<file path="src/uitc_defines.svh">
// Register map, field positions, reset values and packet codes of the IN endpoint transmit control
`ifndef UITC_DEFINES_SVH
`define UITC_DEFINES_SVH

// Register indices; byte address is four times the index
`define UITC_IDX_FLAGS    7'h11
`define UITC_IDX_CFG      7'h13
`define UITC_IDX_EP0_SET  7'h14
`define UITC_IDX_EP1_SET  7'h15
`define UITC_IDX_EP2_SET  7'h16
`define UITC_IDX_MASK     7'h20
`define UITC_IDX_BUF_LO   7'h50
`define UITC_IDX_BUF_HI   7'h67

// Interrupt flag bits
`define UITC_FLG_EP0_DONE 5
`define UITC_FLG_EPA_DONE 4
`define UITC_FLG_EPB_DONE 3
`define UITC_FLG_EP0_BIT  5
`define UITC_FLG_USED     8'h38

// Endpoint configuration bits
`define UITC_CFG_EPA_EN   5
`define UITC_CFG_EPB_EN   4
`define UITC_CFG_WMASK    8'hF9

// Setup register fields
`define UITC_SET_ARMED    7
`define UITC_SET_PID_SEL  6
`define UITC_SET_HALT     5
`define UITC_SET_IN_HALT  4
`define UITC_SET_LEN_MSB  3
`define UITC_SET_WMASK0   8'hFF
`define UITC_SET_WMASK12  8'hEF
`define UITC_MAX_LEN      4'h8

// Reset values
`define UITC_RST_REG      8'h00

// Token and packet identifiers on the link
`define UITC_TOK_IN       4'h9
`define UITC_TOK_OUT      4'h1
`define UITC_PID_DATA0    8'hC3
`define UITC_PID_DATA1    8'h4B
`define UITC_PID_NAK      8'h5A
`define UITC_PID_STALL    8'h1E

`endif

</file>
<file path="src/uitc_pkg.sv">
// Types shared by the IN endpoint transmit control
package uitc_pkg;
	typedef logic [7:0] uitc_byte_t;
	typedef enum logic [2:0] {S_IDLE, S_PID, S_FETCH, S_DATA, S_WAIT_ACK} uitc_state_t;
endpackage

</file>
<file path="src/uitc_buf_mem.sv">
// Transmit buffer store: one write port, two registered read ports
`timescale 1ns/1ps
module uitc_buf_mem #(
	parameter int WIDTH = 8,
	parameter int DEPTH = 24,
	parameter int AW    = 5
) (
	// Clock
	input  wire logic             clk_i,
	// Write port
	input  wire logic             wr_en_i,
	input  wire logic [AW-1:0]    wr_addr_i,
	input  wire logic [WIDTH-1:0] wr_data_i,
	// Read ports
	input  wire logic [AW-1:0]    a_addr_i,
	output logic      [WIDTH-1:0] a_data_o,
	input  wire logic [AW-1:0]    b_addr_i,
	output logic      [WIDTH-1:0] b_data_o
);
	logic [WIDTH-1:0] mem [DEPTH];

	always_ff @(posedge clk_i)
	begin
		if (wr_en_i)
		begin
			mem[wr_addr_i] <= wr_data_i;
		end
	end

	always_ff @(posedge clk_i)
	begin
		a_data_o <= mem[a_addr_i];
		b_data_o <= mem[b_addr_i];
	end
endmodule

</file>
<file path="src/uitc_tx_ctrl.sv">
// IN endpoint transmit control for the control endpoint and two interrupt endpoints
// How it works
// RULE_01: IN on endpoint 0 sends its buffer only when armed and not halted.
// RULE_02: Endpoint 0 sends exactly its length field bytes, never above eight.
// RULE_03: Endpoint 0 pid select bit picks DATA0 or DATA1.
// RULE_04: Firmware arms endpoint 0 only after its buffer is loaded.
// RULE_05: Host ack on endpoint 0 disarms it and sets its done flag.
// RULE_06: Done flags stay set until firmware writes a one to clear.
// RULE_07: Endpoint 0 halt answers IN and OUT tokens with STALL.
// RULE_08: Endpoints 1 and 2 are IN only and work only while enabled.
// RULE_09: IN on endpoint 1 or 2 sends its own buffer when armed, unhalted.
// RULE_10: Endpoints 1 and 2 send their length field bytes, at most eight.
// RULE_11: Endpoints 1 and 2 pid select bit picks DATA0 or DATA1.
// RULE_12: Host ack on endpoint 1 or 2 disarms it and sets its done flag.
// RULE_13: Halt on endpoint 1 or 2 answers its tokens with STALL.
// RULE_14: Firmware arms endpoint 1 or 2 only after filling its buffer.
// RULE_15: Firmware may read the armed bit to confirm completion.
// RULE_16: Enabled unhalted endpoint not armed answers NAK and changes nothing.
//
// The Avalon-MM slave port was decided locally.
`timescale 1ns/1ps
`include "uitc_defines.svh"
module uitc_tx_ctrl (
	// Clock and reset
	input  wire logic              clk_i,
	input  wire logic              rst_n_i,
	// Register bus
	input  wire logic [6:0]        address_i,
	input  wire logic              read_i,
	input  wire logic              write_i,
	input  wire logic [3:0]        byteenable_i,
	input  wire logic [31:0]       writedata_i,
	output logic      [31:0]       readdata_o,
	output logic                   waitrequest_o,
	// Token side
	input  wire logic              token_valid_i,
	input  wire logic [3:0]        token_pid_i,
	input  wire logic [3:0]        token_ep_i,
	input  wire logic              host_ack_i,
	// Packet byte stream
	output logic                   tx_valid_o,
	output uitc_pkg::uitc_byte_t   tx_data_o,
	output logic                   tx_last_o,
	input  wire logic              tx_ready_i,
	// Interrupt
	output logic                   irq_o
);
	import uitc_pkg::*;

	uitc_state_t st;
	uitc_byte_t  setup [3];
	uitc_byte_t  cfg;
	uitc_byte_t  flags;
	uitc_byte_t  mask;
	logic        rd_stage;
	logic [1:0]  cur_ep;
	logic [3:0]  cur_len;
	logic [3:0]  idx;
	logic        cur_data;
	uitc_byte_t  mem_a_q;
	uitc_byte_t  mem_b_q;

	// Bus decode
	logic       wr_fire;
	logic       in_buf;
	logic [4:0] buf_addr;
	uitc_byte_t wdata;
	uitc_byte_t rd_mux;
	uitc_byte_t clr_vec;
	uitc_byte_t done_set;

	assign wr_fire  = write_i && !waitrequest_o && byteenable_i[0];
	assign in_buf   = address_i >= `UITC_IDX_BUF_LO && address_i <= `UITC_IDX_BUF_HI;
	assign buf_addr = 5'(address_i - `UITC_IDX_BUF_LO);
	assign wdata    = writedata_i[7:0];
	assign clr_vec  = (wr_fire && address_i == `UITC_IDX_FLAGS) ? (wdata & `UITC_FLG_USED) : 8'h00;

	// Token decode
	logic       tok_in;
	logic       tok_out;
	logic [1:0] sel;
	logic       ep_ok;
	logic       halted;
	logic       armed;
	logic       pid_sel_now;
	logic [3:0] len_eff;
	logic       resp_valid;
	logic       resp_data;
	uitc_byte_t resp_pid;
	logic       tok_open;
	logic       start;
	logic       ack_evt;

	assign tok_in      = token_pid_i == `UITC_TOK_IN;
	assign tok_out     = token_pid_i == `UITC_TOK_OUT;
	assign sel         = (token_ep_i < 4'h3) ? token_ep_i[1:0] : 2'h0;
	assign pid_sel_now = setup[sel][`UITC_SET_PID_SEL];
	assign armed       = setup[sel][`UITC_SET_ARMED];
	assign len_eff     = (setup[sel][`UITC_SET_LEN_MSB:0] > `UITC_MAX_LEN) ? `UITC_MAX_LEN
	                     : setup[sel][`UITC_SET_LEN_MSB:0]; // RULE_02 RULE_10

	always_comb
	begin
		ep_ok = 1'b0;
		unique case (token_ep_i)
			4'h0: ep_ok = 1'b1;
			4'h1: ep_ok = cfg[`UITC_CFG_EPA_EN]; // RULE_08
			4'h2: ep_ok = cfg[`UITC_CFG_EPB_EN]; // RULE_08
			default: ep_ok = 1'b0;
		endcase
	end

	// Endpoint 0 also honours its IN-only halt bit
	assign halted = setup[sel][`UITC_SET_HALT] || (sel == 2'h0 && setup[0][`UITC_SET_IN_HALT]); // RULE_07 RULE_13

	always_comb
	begin
		resp_valid = 1'b0;
		resp_data  = 1'b0;
		resp_pid   = `UITC_PID_NAK;
		if (tok_in && ep_ok)
		begin
			resp_valid = 1'b1;
			if (halted)
			begin
				resp_pid = `UITC_PID_STALL; // RULE_07 RULE_13
			end
			else if (armed)
			begin
				resp_data = 1'b1; // RULE_01 RULE_09
				resp_pid  = pid_sel_now ? `UITC_PID_DATA1 : `UITC_PID_DATA0; // RULE_03 RULE_11
			end
			else
			begin
				resp_pid = `UITC_PID_NAK; // RULE_16
			end
		end
		else if (tok_out && token_ep_i == 4'h0 && setup[0][`UITC_SET_HALT])
		begin
			// OUT data itself is handled elsewhere; only the stall answer lives here
			resp_valid = 1'b1;
			resp_pid   = `UITC_PID_STALL; // RULE_07
		end
	end

	// A token during the ack wait means the host dropped the ack; buffer stays armed
	assign tok_open = st == S_IDLE || (st == S_WAIT_ACK && !host_ack_i);
	assign start    = token_valid_i && tok_open && resp_valid;
	assign ack_evt  = st == S_WAIT_ACK && host_ack_i && cur_data;

	always_comb
	begin
		done_set = 8'h00;
		if (ack_evt)
		begin
			unique case (cur_ep)
				2'h0: done_set[`UITC_FLG_EP0_BIT] = 1'b1; // RULE_05
				2'h1: done_set[`UITC_FLG_EPA_DONE] = 1'b1; // RULE_12
				default: done_set[`UITC_FLG_EPB_DONE] = 1'b1; // RULE_12
			endcase
		end
	end

	uitc_buf_mem #(
		.WIDTH (8),
		.DEPTH (24),
		.AW    (5)
	) u_mem (
		.clk_i     (clk_i),
		.wr_en_i   (wr_fire && in_buf),
		.wr_addr_i (buf_addr),
		.wr_data_i (wdata),
		.a_addr_i  (buf_addr),
		.a_data_o  (mem_a_q),
		.b_addr_i  ({cur_ep, idx[2:0]}),
		.b_data_o  (mem_b_q)
	);

	always_comb
	begin
		rd_mux = 8'h00;
		if (in_buf)
		begin
			rd_mux = mem_a_q;
		end
		else
		begin
			unique case (address_i)
				`UITC_IDX_FLAGS:   rd_mux = flags;
				`UITC_IDX_CFG:     rd_mux = cfg;
				`UITC_IDX_EP0_SET: rd_mux = setup[0];
				`UITC_IDX_EP1_SET: rd_mux = setup[1];
				`UITC_IDX_EP2_SET: rd_mux = setup[2];
				`UITC_IDX_MASK:    rd_mux = mask;
				default:           rd_mux = 8'h00;
			endcase
		end
	end

	// Bus handshake: writes answer after one cycle, reads after two to let the buffer read settle
	always_ff @(posedge clk_i)
	begin
		if (!rst_n_i)
		begin
			waitrequest_o <= 1'b1;
			rd_stage      <= 1'b0;
			readdata_o    <= 32'h0000_0000;
		end
		else if (!waitrequest_o)
		begin
			waitrequest_o <= 1'b1;
			rd_stage      <= 1'b0;
		end
		else if (write_i)
		begin
			waitrequest_o <= 1'b0;
		end
		else if (read_i)
		begin
			if (rd_stage)
			begin
				waitrequest_o <= 1'b0;
				readdata_o    <= {24'h00_0000, rd_mux};
			end
			else
			begin
				rd_stage <= 1'b1;
			end
		end
	end

	always_ff @(posedge clk_i)
	begin
		if (!rst_n_i)
		begin
			cfg  <= `UITC_RST_REG;
			mask <= `UITC_RST_REG;
		end
		else if (wr_fire)
		begin
			if (address_i == `UITC_IDX_CFG)
			begin
				cfg <= wdata & `UITC_CFG_WMASK;
			end
			if (address_i == `UITC_IDX_MASK)
			begin
				mask <= wdata & `UITC_FLG_USED;
			end
		end
	end

	// A firmware write to a setup register wins over the hardware disarm in the same cycle
	always_ff @(posedge clk_i)
	begin
		if (!rst_n_i)
		begin
			setup[0] <= `UITC_RST_REG;
			setup[1] <= `UITC_RST_REG;
			setup[2] <= `UITC_RST_REG;
		end
		else
		begin
			for (int i = 0; i < 3; i++)
			begin
				if (wr_fire && address_i == 7'(`UITC_IDX_EP0_SET + i))
				begin
					setup[i] <= wdata & ((i == 0) ? `UITC_SET_WMASK0 : `UITC_SET_WMASK12);
				end
				else if (ack_evt && cur_ep == 2'(i))
				begin
					setup[i][`UITC_SET_ARMED] <= 1'b0; // RULE_05 RULE_12
				end
			end
		end
	end

	// Set beats clear so an ack in the clearing cycle is never lost
	always_ff @(posedge clk_i)
	begin
		if (!rst_n_i)
		begin
			flags <= `UITC_RST_REG;
		end
		else
		begin
			flags <= (flags & ~clr_vec) | done_set; // RULE_06
		end
	end

	always_ff @(posedge clk_i)
	begin
		if (!rst_n_i)
		begin
			irq_o <= 1'b0;
		end
		else
		begin
			irq_o <= |(flags & mask);
		end
	end

	// Packet sender: PID byte first, then one buffer byte per fetch
	always_ff @(posedge clk_i)
	begin
		if (!rst_n_i)
		begin
			st         <= S_IDLE;
			tx_valid_o <= 1'b0;
			tx_data_o  <= 8'h00;
			tx_last_o  <= 1'b0;
			cur_ep     <= 2'h0;
			cur_len    <= 4'h0;
			cur_data   <= 1'b0;
			idx        <= 4'h0;
		end
		else if (start)
		begin
			st         <= S_PID;
			tx_valid_o <= 1'b1;
			tx_data_o  <= resp_pid;
			tx_last_o  <= !resp_data || len_eff == 4'h0;
			cur_ep     <= sel;
			cur_len    <= len_eff;
			cur_data   <= resp_data;
			idx        <= 4'h0;
		end
		else
		begin
			unique case (st)
				S_IDLE:
				begin
					st <= S_IDLE;
				end
				S_PID:
				begin
					if (tx_ready_i)
					begin
						tx_valid_o <= 1'b0;
						if (!tx_last_o)
						begin
							st <= S_FETCH;
						end
						else
						begin
							st <= cur_data ? S_WAIT_ACK : S_IDLE;
						end
					end
				end
				S_FETCH:
				begin
					tx_valid_o <= 1'b1;
					tx_data_o  <= mem_b_q; // RULE_01 RULE_09
					tx_last_o  <= 4'(idx + 4'h1) == cur_len; // RULE_02 RULE_10
					idx        <= 4'(idx + 4'h1);
					st         <= S_DATA;
				end
				S_DATA:
				begin
					if (tx_ready_i)
					begin
						tx_valid_o <= 1'b0;
						st         <= tx_last_o ? S_WAIT_ACK : S_FETCH;
					end
				end
				S_WAIT_ACK:
				begin
					if (host_ack_i || token_valid_i)
					begin
						st <= S_IDLE;
					end
				end
			endcase
		end
	end

	// Checks
	logic [3:0] sent_cnt;
	logic [2:0] armed_vec;
	logic [2:0] ep_onehot;

	assign armed_vec = {setup[2][`UITC_SET_ARMED], setup[1][`UITC_SET_ARMED], setup[0][`UITC_SET_ARMED]};
	assign ep_onehot = 3'(3'h1 << cur_ep);

	always_ff @(posedge clk_i)
	begin
		if (!rst_n_i || start)
		begin
			sent_cnt <= 4'h0;
		end
		else if (st == S_DATA && tx_ready_i)
		begin
			sent_cnt <= 4'(sent_cnt + 4'h1);
		end
	end
endmodule

</file>
<file path="config.mk">
export PLATFORM = sky130hd
export DESIGN_NAME = uitc_tx_ctrl
export DESIGN_NICKNAME = d
export VERILOG_FILES = /design/src/uitc_pkg.sv /design/src/uitc_buf_mem.sv /design/src/uitc_tx_ctrl.sv
export VERILOG_INCLUDE_DIRS = /design/src /design/src/src
export SDC_FILE = /design/constraint.sdc
export NUM_CORES = 1
export LEC_CHECK = 0
export ABC_AREA = 1
export BUFFER_PORTS_ARGS = -buffer_cell sky130_fd_sc_hd__buf_2
export CAP_MARGIN = 30
export CORE_MARGIN = 5
export CORE_UTILIZATION = 55
export CTS_BUF_LIST = sky130_fd_sc_hd__clkbuf_8
export DETAILED_ROUTE_END_ITERATION = 16
export PLACE_DENSITY_LB_ADDON = 0.25
export SLEW_MARGIN = 30
export SYNTH_ARGS = -nofsm -noshare
export SYNTH_HDL_FRONTEND = slang
export SYNTH_HIERARCHICAL = 1
export SYNTH_SLANG_ARGS = --single-unit
</file>
<file path="constraint.sdc">
create_clock -name clk_i -period 5.1 [get_ports clk_i]
set_input_delay 0.255 -clock clk_i [delete_from_list [all_inputs] [get_ports clk_i]]
set_output_delay 0.255 -clock clk_i [all_outputs]
set_load 0.02 [all_outputs]
</file>
---- Word-level counts from Yosys, hierarchy flattened ----
Memories as Yosys holds them, arrays and structs flattened. A register that Yosys moved wholly into a read port is not among the register bits.
Index checks and enable logic that the tools add are counted.
operators by class
  add/subtract/negate cells ............... 2
  multipliers ............................. 0
  divide/modulo/power cells ............... 0
  order comparisons ....................... 4
  equality and inequality tests ........... 24
  shifts and indexed selects .............. 0
  mux-type cells .......................... 68
  bitwise gates (word level) .............. 12
  reductions and logical operators ........ 46
operators with widths
  operator                                                          number
  8-bit two-way mux                                                 10
  8-bit case mux with 6 select lines                                1
  1-bit two-way mux                                                 43
  7-bit by 5-bit == test with 1-bit output (second input constant)  5
  3-bit two-way mux                                                 7
  1-bit logical AND                                                 20
  3-bit case mux with 5 select lines                                1
  2-bit AND reduction                                               5
  8-bit by 6-bit bitwise AND with 8-bit output                      1
  8-bit bitwise AND                                                 1
  4-bit by 1-bit == test with 1-bit output (second input constant)  2
  4-bit zero test                                                   2
  6-bit NOT with 8-bit output                                       1
  8-bit by 6-bit OR with 8-bit output                               1
  8-bit OR reduction                                                1
  7-bit by 6-bit == test with 1-bit output (second input constant)  1
  7-bit >= comparator (second input constant)                       1
  7-bit less-or-equal comparator (second input constant)            1
  7-bit two-way mux                                                 1
  3-bit by 2-bit == test with 1-bit output (second input constant)  2
  6-bit two-way mux                                                 1
  3-bit != test (second input constant)                             2
  1-bit OR                                                          6
  3-bit AND reduction                                               2
  28 further kinds                                                  38
word-level totals
  register bits after elaboration ......... 52
  latch bits .............................. 0
  RAM bits ................................ 216
  memory bits (read-only) ................. 0
  bits of input ports ..................... 58
  output and inout port bits .............. 44
  logic and storage cells ................. 174
  memories ................................ 2
memory list
  name       words  width  read ports  clocked after memory_dff  wr ports  RTL line            text
  u_mem.mem  24     8      2           2                         1         uitc_buf_mem.sv:20  logic [WIDTH-1:0] mem [DEPTH];
  setup      3      8      4           0                         3         uitc_tx_ctrl.sv:51  uitc_byte_t setup [3];

---- Longest topological paths before layout ----
Gate-level depths: netlist of run 1.
  depth in word-level cells ............... 10
  depth in mapped cells ................... 13
  mapped depth without buffers ............ 13

---- By module ----
Netlist of run 1, hierarchy kept.
by module, submodules not included
  module        times used  cells an instance  area an instance (µm²)  seq. area each (µm²)
  uitc_buf_mem  1           1,195              10,476.3                6,085.8
  uitc_tx_ctrl  1           479                3,588.4                 1,591.5

---- Worst setup path before layout of run 1 ----
Ideal clock, no wire load.
  path kind ............................... register to register
  start point ............................. register waitrequest_o
  end point ............................... memory u_mem.mem[11][0] (enable)
  library setup time ...................... 0.370 ns
  arrival ................................. 1.466 ns
  required time ........................... 4.730 ns
  setup slack ............................. 3.264 ns
  stages on the path, launching flop included .. 6
  buffers on the path ..................... 0
  clock period less this slack ............ 1.836 ns
  cell sequence ........................... dfxtp_1 inv_1 nand3_1 nor2_1 nand3_1 nor2_1
between the ends
  cells in the longest elaborated chain, start to end .. 6
RTL lines
  element                                  RTL line             text
  from (decl)                              uitc_tx_ctrl.sv:34   output logic waitrequest_o,
  from (signal assigned)                   uitc_tx_ctrl.sv:205  waitrequest_o <= 1'b1;
  from (signal assigned)                   uitc_tx_ctrl.sv:211  waitrequest_o <= 1'b1;
  from (signal assigned)                   uitc_tx_ctrl.sv:216  waitrequest_o <= 1'b0;
  1-bit zero test                          --
  1-bit logical AND (2 in a row)           uitc_tx_ctrl.sv:72   assign wr_fire = write_i && !waitrequest_o && byteenable_i[0];
  1-bit logical AND                        uitc_tx_ctrl.sv:170  .wr_en_i (wr_fire && in_buf),
  1-bit two-way mux                        uitc_buf_mem.sv:24   if (wr_en_i)
  1-bit two-way mux (not written as such)  uitc_buf_mem.sv:26   mem[wr_addr_i] <= wr_data_i;
  to (decl)                                uitc_buf_mem.sv:20
No other way between the ends.

---- Final worst setup path of run 1 ----
  start point ............................. register waitrequest_o
  end point ............................... memory u_mem.mem[6][6] (enable)
Same word-level chain as after synthesis.

==> flow_summary.toml, run 1 <==
[critical_path]
cp_data_arrival_time_ns = 2.77
crit_fanout = 8
max_stage_delay_ns = 0.79
required_ns = 5.26
worstPathCellList = "inv_1, nand3_1, nor2_1, nand3_1, nor2_1"
cp-end-kind = "flip-flop"
crit_family = "simple AND/OR/NAND/NOR gates"
criticalPathCategory = "reg -> reg"
cp-start-kind = "flip-flop"
slowest_stage = "nor2_1"
critPathBufInv = 1

[floorplanning]
chipWidth_um = 170
ios = 102
initial_core_util_pct = 55.9
die-area_um2 = 28900
core_um2 = 25200
fp.dieH_um = 170
fp-row-count = 58

[placed_design]
dp_hpwl_um = 24400
portBuffers = 50
dp_slack_ns = 2.26
gp_congestion = 0.917

[logic_synthesis]
synth_top_area_share_pct = 45.5
yosysTopAreaCell = "edfxtp_1"
synth_top_family_by_area = "simple AND/OR/NAND/NOR gates"
synthAdderAreaFrac_pct = 0.0890
synthTopCellsByArea = "edfxtp_1, nand3_1, nand2_1"
yosysUniqueCellTypes = 40
synthesis.area_um2 = 14100
ys_seq_area_share_pct = 54.6
synthMuxAreaShare_pct = 0
synth-compound-area-share_pct = 7.85
avgSynthCellArea_um2 = 8.40
synthSimpleGateAreaFrac_pct = 25.9
yosysWarnings = 6
synth_seq_cells = 277
yosys.area_share.xor_xnor_pct = 0.311
syn_inst = 1674

[routing]
top_layer = "met4"
dr.pass1.iters = 6
viasPerCell = 5.67
wirelength_um = 38200
wire_per_inst_um = 18.5
ant_nets = 0
met3WireLength_um = 3730
drtIter0Drc = 1421
wl_met1_um = 14900
drc = 0
dr_total_vias = 11700
met2_length_um = 17600

[timing]
setup_viol = 0
fin_worst_skew_ns = 0.0337
fin_crit_sh_pct = 51.2
worst_pin_slew_ns = 0.896
setup_ws_ns = 2.49
hold_violations = 0
tns_ns = 0
min_period_ns = 2.61
slew_viol_final = 0
rsz0062_at_grt = "no"
slew_headroom_pct = 40.0
fmax_ghz = 0.383

[cells_and_area]
diodes = 0
nets = 1759
seq_area_um2 = 7680
drive_gt1_share_pct = 8.02
multi_input_area_um2 = 4900
final_common_cell = "nand2_1"
fillers = 2245
final_cell_mix = "nand2_1, nand3_1, inv_1"
syn_to_final_growth_pct = 7.24

[clocking]
clockBufferDepth = 3
clk_pin_slew_ns = 0.06
cts_max_level = 2
numCtsBuffers = 46
holdBufCountCts = 0
clock-sinks = 277
cts_tree = "done"
root_buffer = "clkbuf_8"
clk_latency_ns = 0.57
post_cts_buffers = 0
post_cts_resized = 0

[global_routing]
grt_first_pass_wirelength_um = 58400
overflow = 0
grt_max_degree = 69
grtUsageTotal_pct = 25.9
grt_pass1_vias = 11000
antenna_found_initial = 0

[power]
vdd_drop_max_v = 0.000305
power_density_nw_per_um2 = 295
p_leak_nw = 6.44

[job]
drv_cap = 0

[run_status]
status = "complete, no violations"

[hold_path]
hold_path_class = "in -> reg"
==> layout make-up <==
class	count	share of cell area [%]
inverter	249	6.23
clock inverter	36	0.962
multi-input combinational	1064	32.5
sequential	277	50.9
tap	330	2.74
clock buffer	46	4.20
timing repair buffer	62	2.46
==> flip-flops by register name, summed over array words and instances, names as in the netlist, 3 cells and up <==
register,count
tx_data_o,8
cur_len,4
u_mem/mem,192
st,3
mask,3
flags,3
u_mem/a_data_o,8
idx,4
setup,22
cfg,6
u_mem/b_data_o,8
readdata_o,8
==> report_power, final <==
part | switching, mW | total, mW | internal (mW) | leakage (nW)
clock network | 0.859 | 1.70 | 0.837 | 0.471
registers | 0.0100 | 2.45 | 2.44 | 2.47
logic | 0.222 | 0.293 | 0.0707 | 3.50
==> synth_stat cells, drive strengths merged <==
cell type,count
nand2,419
nand3,327
inv,249
edfxtp,213
buf,90
nor2,77
o21ai,71
a21oi,66
dfxtp,64
o211ai,35
clkbuf,17
o22ai,10
nor3,7
a31oi,6
nand4,4
xor2,3
a211oi,2
o21bai,2
or2,2
xnor2,2
and2,1
and3,1
conb,1
ha,1
nor4,1
o2111ai,1
o21a,1
o31a,1
==> per-layer routing <==
| layer | track usage [%] | vias to the layer above |
|---|---|---|
| met1 | 34.2 | 5342 |
| met5 | 0 | - |
| li1 | - | 5551 |
| met4 | 14.0 | 0 |
| met2 | 41.8 | 664 |
| met3 | 3.55 | 139 |
==> path summary, 6_finish.rpt <==
| path | from | endpoint | slack [ns] | depth (start not counted) |
|---|---|---|---|---|
| worst max-delay path | waitrequest_o | u_mem/mem[6][6] | 2.49 | 5 |
| worst min register to register | waitrequest_o | waitrequest_o | 0.42 | 1 |
| worst min-delay path | read_i | waitrequest_o | 0.02 | 4 |
| worst max register to register | waitrequest_o | u_mem/mem[6][6] | 2.49 | 5 |
==> kinds of logic after synthesis <==
| family | count (synthesis) |
|---|---|
| AO/OA/AOI/OAI | 195 |
| XOR/XNOR | 5 |
| adder cells (fa/ha/maj) | 1 |
| buffers and inverters | 356 |
| flip-flops | 277 |
| other | 1 |
| AND/OR/NAND/NOR | 839 |
==> worst reg2reg max path, stage by stage, from the launching register on <==
cell and delay [ns]:
dfxtp_1 0.31, inv_1 0.11, nand3_1 0.23, nor2_1 0.40, nand3_1 0.38, nor2_1 0.79
==> per-stage QoR <==
| stage | cell area (um^2) | total power, mW | cells | hold WS [ns] | utilization [%] |
|---|---|---|---|---|---|
| after CTS | 15100 | 4.46 | 2064 | 0.0110 | 59.9 |
| after global placement | 14300 | 2.78 | 1980 | 0.405 | 56.6 |
| final | 15100 | 4.44 | 2064 | 0.0192 | 59.9 |
| after floorplan | 14200 | 2.69 | 1697 | 0.354 | - |
| after detailed placement | 14300 | 2.79 | 1982 | 0.408 | 56.8 |
| after global routing | 15100 | 4.60 | 2064 | 0.0436 | 59.9 |
No activity file was read; power rests on OpenSTA's default activity.
==> inputs of run 2 (changes only) <==
ABC_AREA = 0   (was 1)
clock period = 2.3 ns   (was 5.1 ns; I/O delays follow)
==> run 2 against run 1 <==
Compared with the run above:
- sequential power is 120% higher
- combinational power is 100% higher
- sequential share of layout area is 0.45 points higher
- clock power is 130% higher
- largest power group unchanged
==> flow_summary.toml, run 2 <==
[run_status]
status = "complete, no violations"

[logic_synthesis]
synth_top_area_share_pct = 48.4
synthTopCellsByArea = "edfxtp_1, dfxtp_1, mux4_2"
ys_seq_area_share_pct = 58.1
synth_seq_cells = 277
synthesis.area_um2 = 13200
yosysTopAreaCell = "edfxtp_1"
avgSynthCellArea_um2 = 14.0
ys_top_cells_by_count = "edfxtp_1, mux2i_1, nor2_1"
yosysUniqueCellTypes = 67
synth-compound-area-share_pct = 9.18
async_flop_share_pct = 0
synthMuxAreaShare_pct = 18.6
yosysWarnings = 6
synth_top_family_by_area = "multiplexers"
synth_edf_count = 213
synthSimpleGateAreaFrac_pct = 8.94
synthFlopType = "edfxtp_1"
synthAdderAreaFrac_pct = 0.0946
yosysMostFrequentCell = "edfxtp_1"
yosys.area_share.xor_xnor_pct = 0.596
syn_inst = 946

[hold_path]
hold_path_class = "in -> reg"

[global_routing]
grtUsageTotal_pct = 24.3
grt_max_degree = 37
antenna_found_initial = 0
overflow = 0
grt_pass1_vias = 8558
grt_first_pass_wirelength_um = 49600

[critical_path]
cp-start-kind = "flip-flop"
criticalPathCategory = "reg -> reg"
cp-end-kind = "flip-flop"
crit_fanout = 8
required_ns = 2.56
cp_data_arrival_time_ns = 2.33

[cells_and_area]
finalNonFillerCells = 1419
final_cell_mix = "edfxtp_1, mux2i_1, nor2_1"
syn_to_final_growth_pct = 13.1
top_regs = "u_mem/mem: 192 flops, setup: 22 flops"
final_common_cell = "edfxtp_1"
regMostFlops = "u_mem/mem"
nets = 1122
drive_gt1_share_pct = 22.5
largest_register_ffs = 192

[job]
drv_cap = 0

[timing]
fmax_ghz = 0.484
rsz0062_at_grt = "no"
tns_ns = 0
min_period_ns = 2.07
setup_viol = 0
slew_viol_final = 0
fin_worst_skew_ns = 0.0188
hold_violations = 0
slew_headroom_pct = 44.2
setup_ws_ns = 0.233
worst_pin_slew_ns = 0.833
fin_crit_sh_pct = 89.9

[routing]
viasPerCell = 6.07
wirelength_um = 32700
dr.pass1.iters = 6
drc = 0
wire_per_inst_um = 23.0
ant_nets = 0
drtIter0Drc = 853
dr_total_vias = 8617

[power]
p_leak_nw = 5.17
finalPower_mw = 9.99
power_density_nw_per_um2 = 669
vdd_drop_max_v = 0.000570

[floorplanning]
ios = 102
chipWidth_um = 165
fp.dieH_um = 165
die-area_um2 = 27200
fp-row-count = 56
initial_core_util_pct = 56.2
core_um2 = 23500

[clocking]
numCtsBuffers = 46
cts_max_level = 2
clk_latency_ns = 0.57
cts_tree = "done"
clk_pin_slew_ns = 0.06
post_cts_resized = 0
post_cts_buffers = 0
clockBufferDepth = 3
holdBufCountCts = 9
root_buffer = "clkbuf_8"
clock-sinks = 277

[placed_design]
dp_hpwl_um = 22500
dp_slack_ns = 0.103
dp_cells = 1325
gp_congestion = 0.919
portBuffers = 50
==> run 2: layout make-up <==
type	count	area, um^2
Clock inverter	37	186
Antenna cell	1	2.50
Timing Repair Buffer	132	966
Tap cell	319	399
Clock buffer	47	647
Multi-Input combinational cell	599	5040
Fill cell	1807	8590
Sequential cell	277	7680
Inverter	7	26.3
==> run 2: metal layers <==
metal	global-route usage [%]	up-vias	part of all wire (%)
met5	0	-	0
met4	7.98	0	3.0
met3	5.22	69	8.6
met2	40.4	385	49
met1	32.1	4230	39
li1	-	3933	-
==> run 2: through the flow <==
stage | hold slack (ns) | util (%) | cell area (um^2)
2_1_floorplan | 0.214 | - | 13300
3_3_place_gp | 0.426 | 59.6 | 14000
4_1_cts | 0.00249 | 63.5 | 14900
3_5_place_dp | 0.446 | 59.6 | 14000
6_report | 0.0318 | 63.5 | 14900
5_1_grt | 0.0237 | 63.5 | 14900
==> run 2: path summary, 6_finish.rpt <==
check                    start           endpoint  slack [ns]  cells after the start
max              waitrequest_o   u_mem/mem[12][2]        0.23                      5
min               address_i[3]  u_mem/a_data_o[4]        0.03                      3
max reg2reg      waitrequest_o   u_mem/mem[12][2]        0.23                      5
min reg2reg  u_mem/b_data_o[5]       tx_data_o[5]        0.45                      2
==> run 2: cell families after synthesis <==
| kind of cell | after synthesis |
|---|---|
| DFF | 277 |
| xor gates and xnor gates | 9 |
| adders and majority gates | 1 |
| muxes | 159 |
| and+or+nand+nor | 238 |
| buffers and inverters | 93 |
| AOI/OAI and AO/OA | 168 |
| other | 1 |
==> run 2: worst max-delay path: stages (launching register included) <==
cell and delay (ns):
dfxtp_1 0.36, nand3b_1 0.20, nor2_1 0.26, or3b_2 0.61, nor2_1 0.15, buf_4 0.19
==> run 2: power breakdown <==
part,switching (mW),total [mW],internal [mW],leakage (nW)
Sequential,0.0303,5.45,5.42,2.47
Clock,1.93,3.95,2.02,0.494
Combinational,0.378,0.597,0.220,2.21
Total,2.34,9.99,7.66,5.17
==> inputs of run 3 (changes only) <==
clock period = 2.7 ns   (was 2.3 ns; I/O delays follow)
==> run 3 against run 2 <==
Compared with the run above:
- worst hold slack worse by 0.0072 ns
- critical path depth unchanged
- global-route usage about the same
- register-to-register slack better by 0.27 ns
- first-iteration DRC count up 20%
- critical endpoint is now u_mem/mem[20][1]
- critical path type unchanged
- highest routed layer unchanged
- flip-flop and latch count unchanged
- utilization down 1.0 points
- clock skew up 0.013 ns
==> flow_summary.toml, run 3 (synthesized netlist as in run 2, its figures left out) <==
[clocking]
clk_pin_slew_ns = 0.06
cts_max_level = 2
post_cts_buffers = 0
clockBufferDepth = 3
clk_latency_ns = 0.57
cts_tree = "done"
root_buffer = "clkbuf_8"
numCtsBuffers = 45
clock-sinks = 277

[critical_path]
cp_data_arrival_time_ns = 2.44
criticalPathCategory = "reg -> reg"
crit_fanout = 8
r2r_cells = 5
cp-start-kind = "flip-flop"
regToRegSetupSlack_ns = 0.50
critPathLaunch = "waitrequest_o"
r2r_end = "u_mem/mem[20][1]"
slowest_stage = "or3b_2"
max_stage_delay_ns = 0.60
cp-end-kind = "flip-flop"
worstPathCellList = "nand3b_1, nor2_1, or3b_2, nor2_1, buf_4"
required_ns = 2.94
reg2reg_from = "waitrequest_o"
timing.critical_path.mode_cell = "nor2_1"

[floorplanning]
ios = 102
chipWidth_um = 165
fp.dieH_um = 165
die-area_um2 = 27200
initial_core_util_pct = 56.2
fp-row-count = 56
core_um2 = 23500

[routing]
dr.pass1.iters = 5
drtIter0Drc = 1022
drc = 0
viasPerCell = 6.25
dr_total_vias = 8707
ant_nets = 0
wirelength_um = 32700
wire_per_inst_um = 23.4

[cells_and_area]
final_util_pct = 62.5
final_common_cell = "edfxtp_1"
largest_register_ffs = 192
finalNonFillerCells = 1393
nets = 1098
regMostFlops = "u_mem/mem"
diodes = 0
design_area_um2 = 14700
top_regs = "u_mem/mem: 192 flops, setup: 22 flops"
final_cell_mix = "edfxtp_1, mux2i_1, nor2_1"
fillers = 1783
multi_input_area_um2 = 5040
drive_gt1_share_pct = 20.4
seq_area_um2 = 7680
syn_to_final_growth_pct = 11.3

[placed_design]
portBuffers = 50
dp_slack_ns = 0.432
gp_congestion = 0.914
dpl_cell_area_um2 = 13800
dp_hpwl_um = 21900
dp_cells = 1303

[power]
vdd_drop_max_v = 0.000462
power_density_nw_per_um2 = 574
finalPower_mw = 8.45
p_leak_nw = 5.04

[global_routing]
met2_usage_pct = 39.4
grt_pass1_vias = 8420
grt_first_pass_wirelength_um = 49300
antenna_found_initial = 0
use_met3_pct = 4.89
top_usage_layer = "met2"
grtUsageTotal_pct = 24.3
grt_max_degree = 52
overflow = 0
grt.met1_usage_pct = 33.1

[timing]
slew_viol_final = 0
setup_viol = 0
min_period_ns = 2.20
hold_violations = 0
slew_headroom_pct = 48.8
tns_ns = 0
fin_worst_skew_ns = 0.0322
setup_ws_ns = 0.500
hold_ws_ns = 0.0246
fin_crit_sh_pct = 81.5
rsz0062_at_grt = "no"
fmax_ghz = 0.455
worst_pin_slew_ns = 0.767

[job]
drv_cap = 0

[hold_path]
holdCritStartpoint = "tx_ready_i"
holdPathStages = 4
min_to = "st[1]"
hold_path_class = "in -> reg"

[run_status]
status = "complete, no violations"
[run 3: cell type report]
type | instances | area share, %
inverters | 7 | 0.179
well taps | 319 | 2.71
flip-flops and latches | 277 | 52.2
clock inverters | 35 | 1.13
multi-input cells | 599 | 34.3
repair buffers | 109 | 5.12
clock buffers | 47 | 4.40
[run 3: critical path: cells and delay by family (launching register included)]
kind,cells,cell delay (ns)
simple gates,4,1.32
flops,1,0.35
buf+inv,1,0.20
[run 3: what timing repair did]
| action | CTS | global route |
|---|---|---|
| gates resized for setup | 0 | 0 |
| hold endpoints to repair | 4 | 0 |
| hold buffers | 8 | 0 |
[run 3: report_power, final]
group / switching [mW] / internal [mW]
clock network: 1.61 / 1.71
logic: 0.320 / 0.172
registers: 0.0232 / 4.61
[run 3: worst max-delay path by stage]
stage	endpoint	slack (ns)
global placement	u_mem/mem[12][6]	0.47
detailed placement	u_mem/mem[12][6]	0.43
CTS	u_mem/mem[20][1]	0.52
finish	u_mem/mem[20][1]	0.50
floorplan	u_mem/mem[0][0]	0.45
global route	u_mem/mem[16][7]	0.38
[run 3: routing by layer]
metal,routed length (um),up-vias
met3,2890,87
met5,0,-
li1,-,3875
met1,13000,4313
met4,1040,0
met2,15700,432
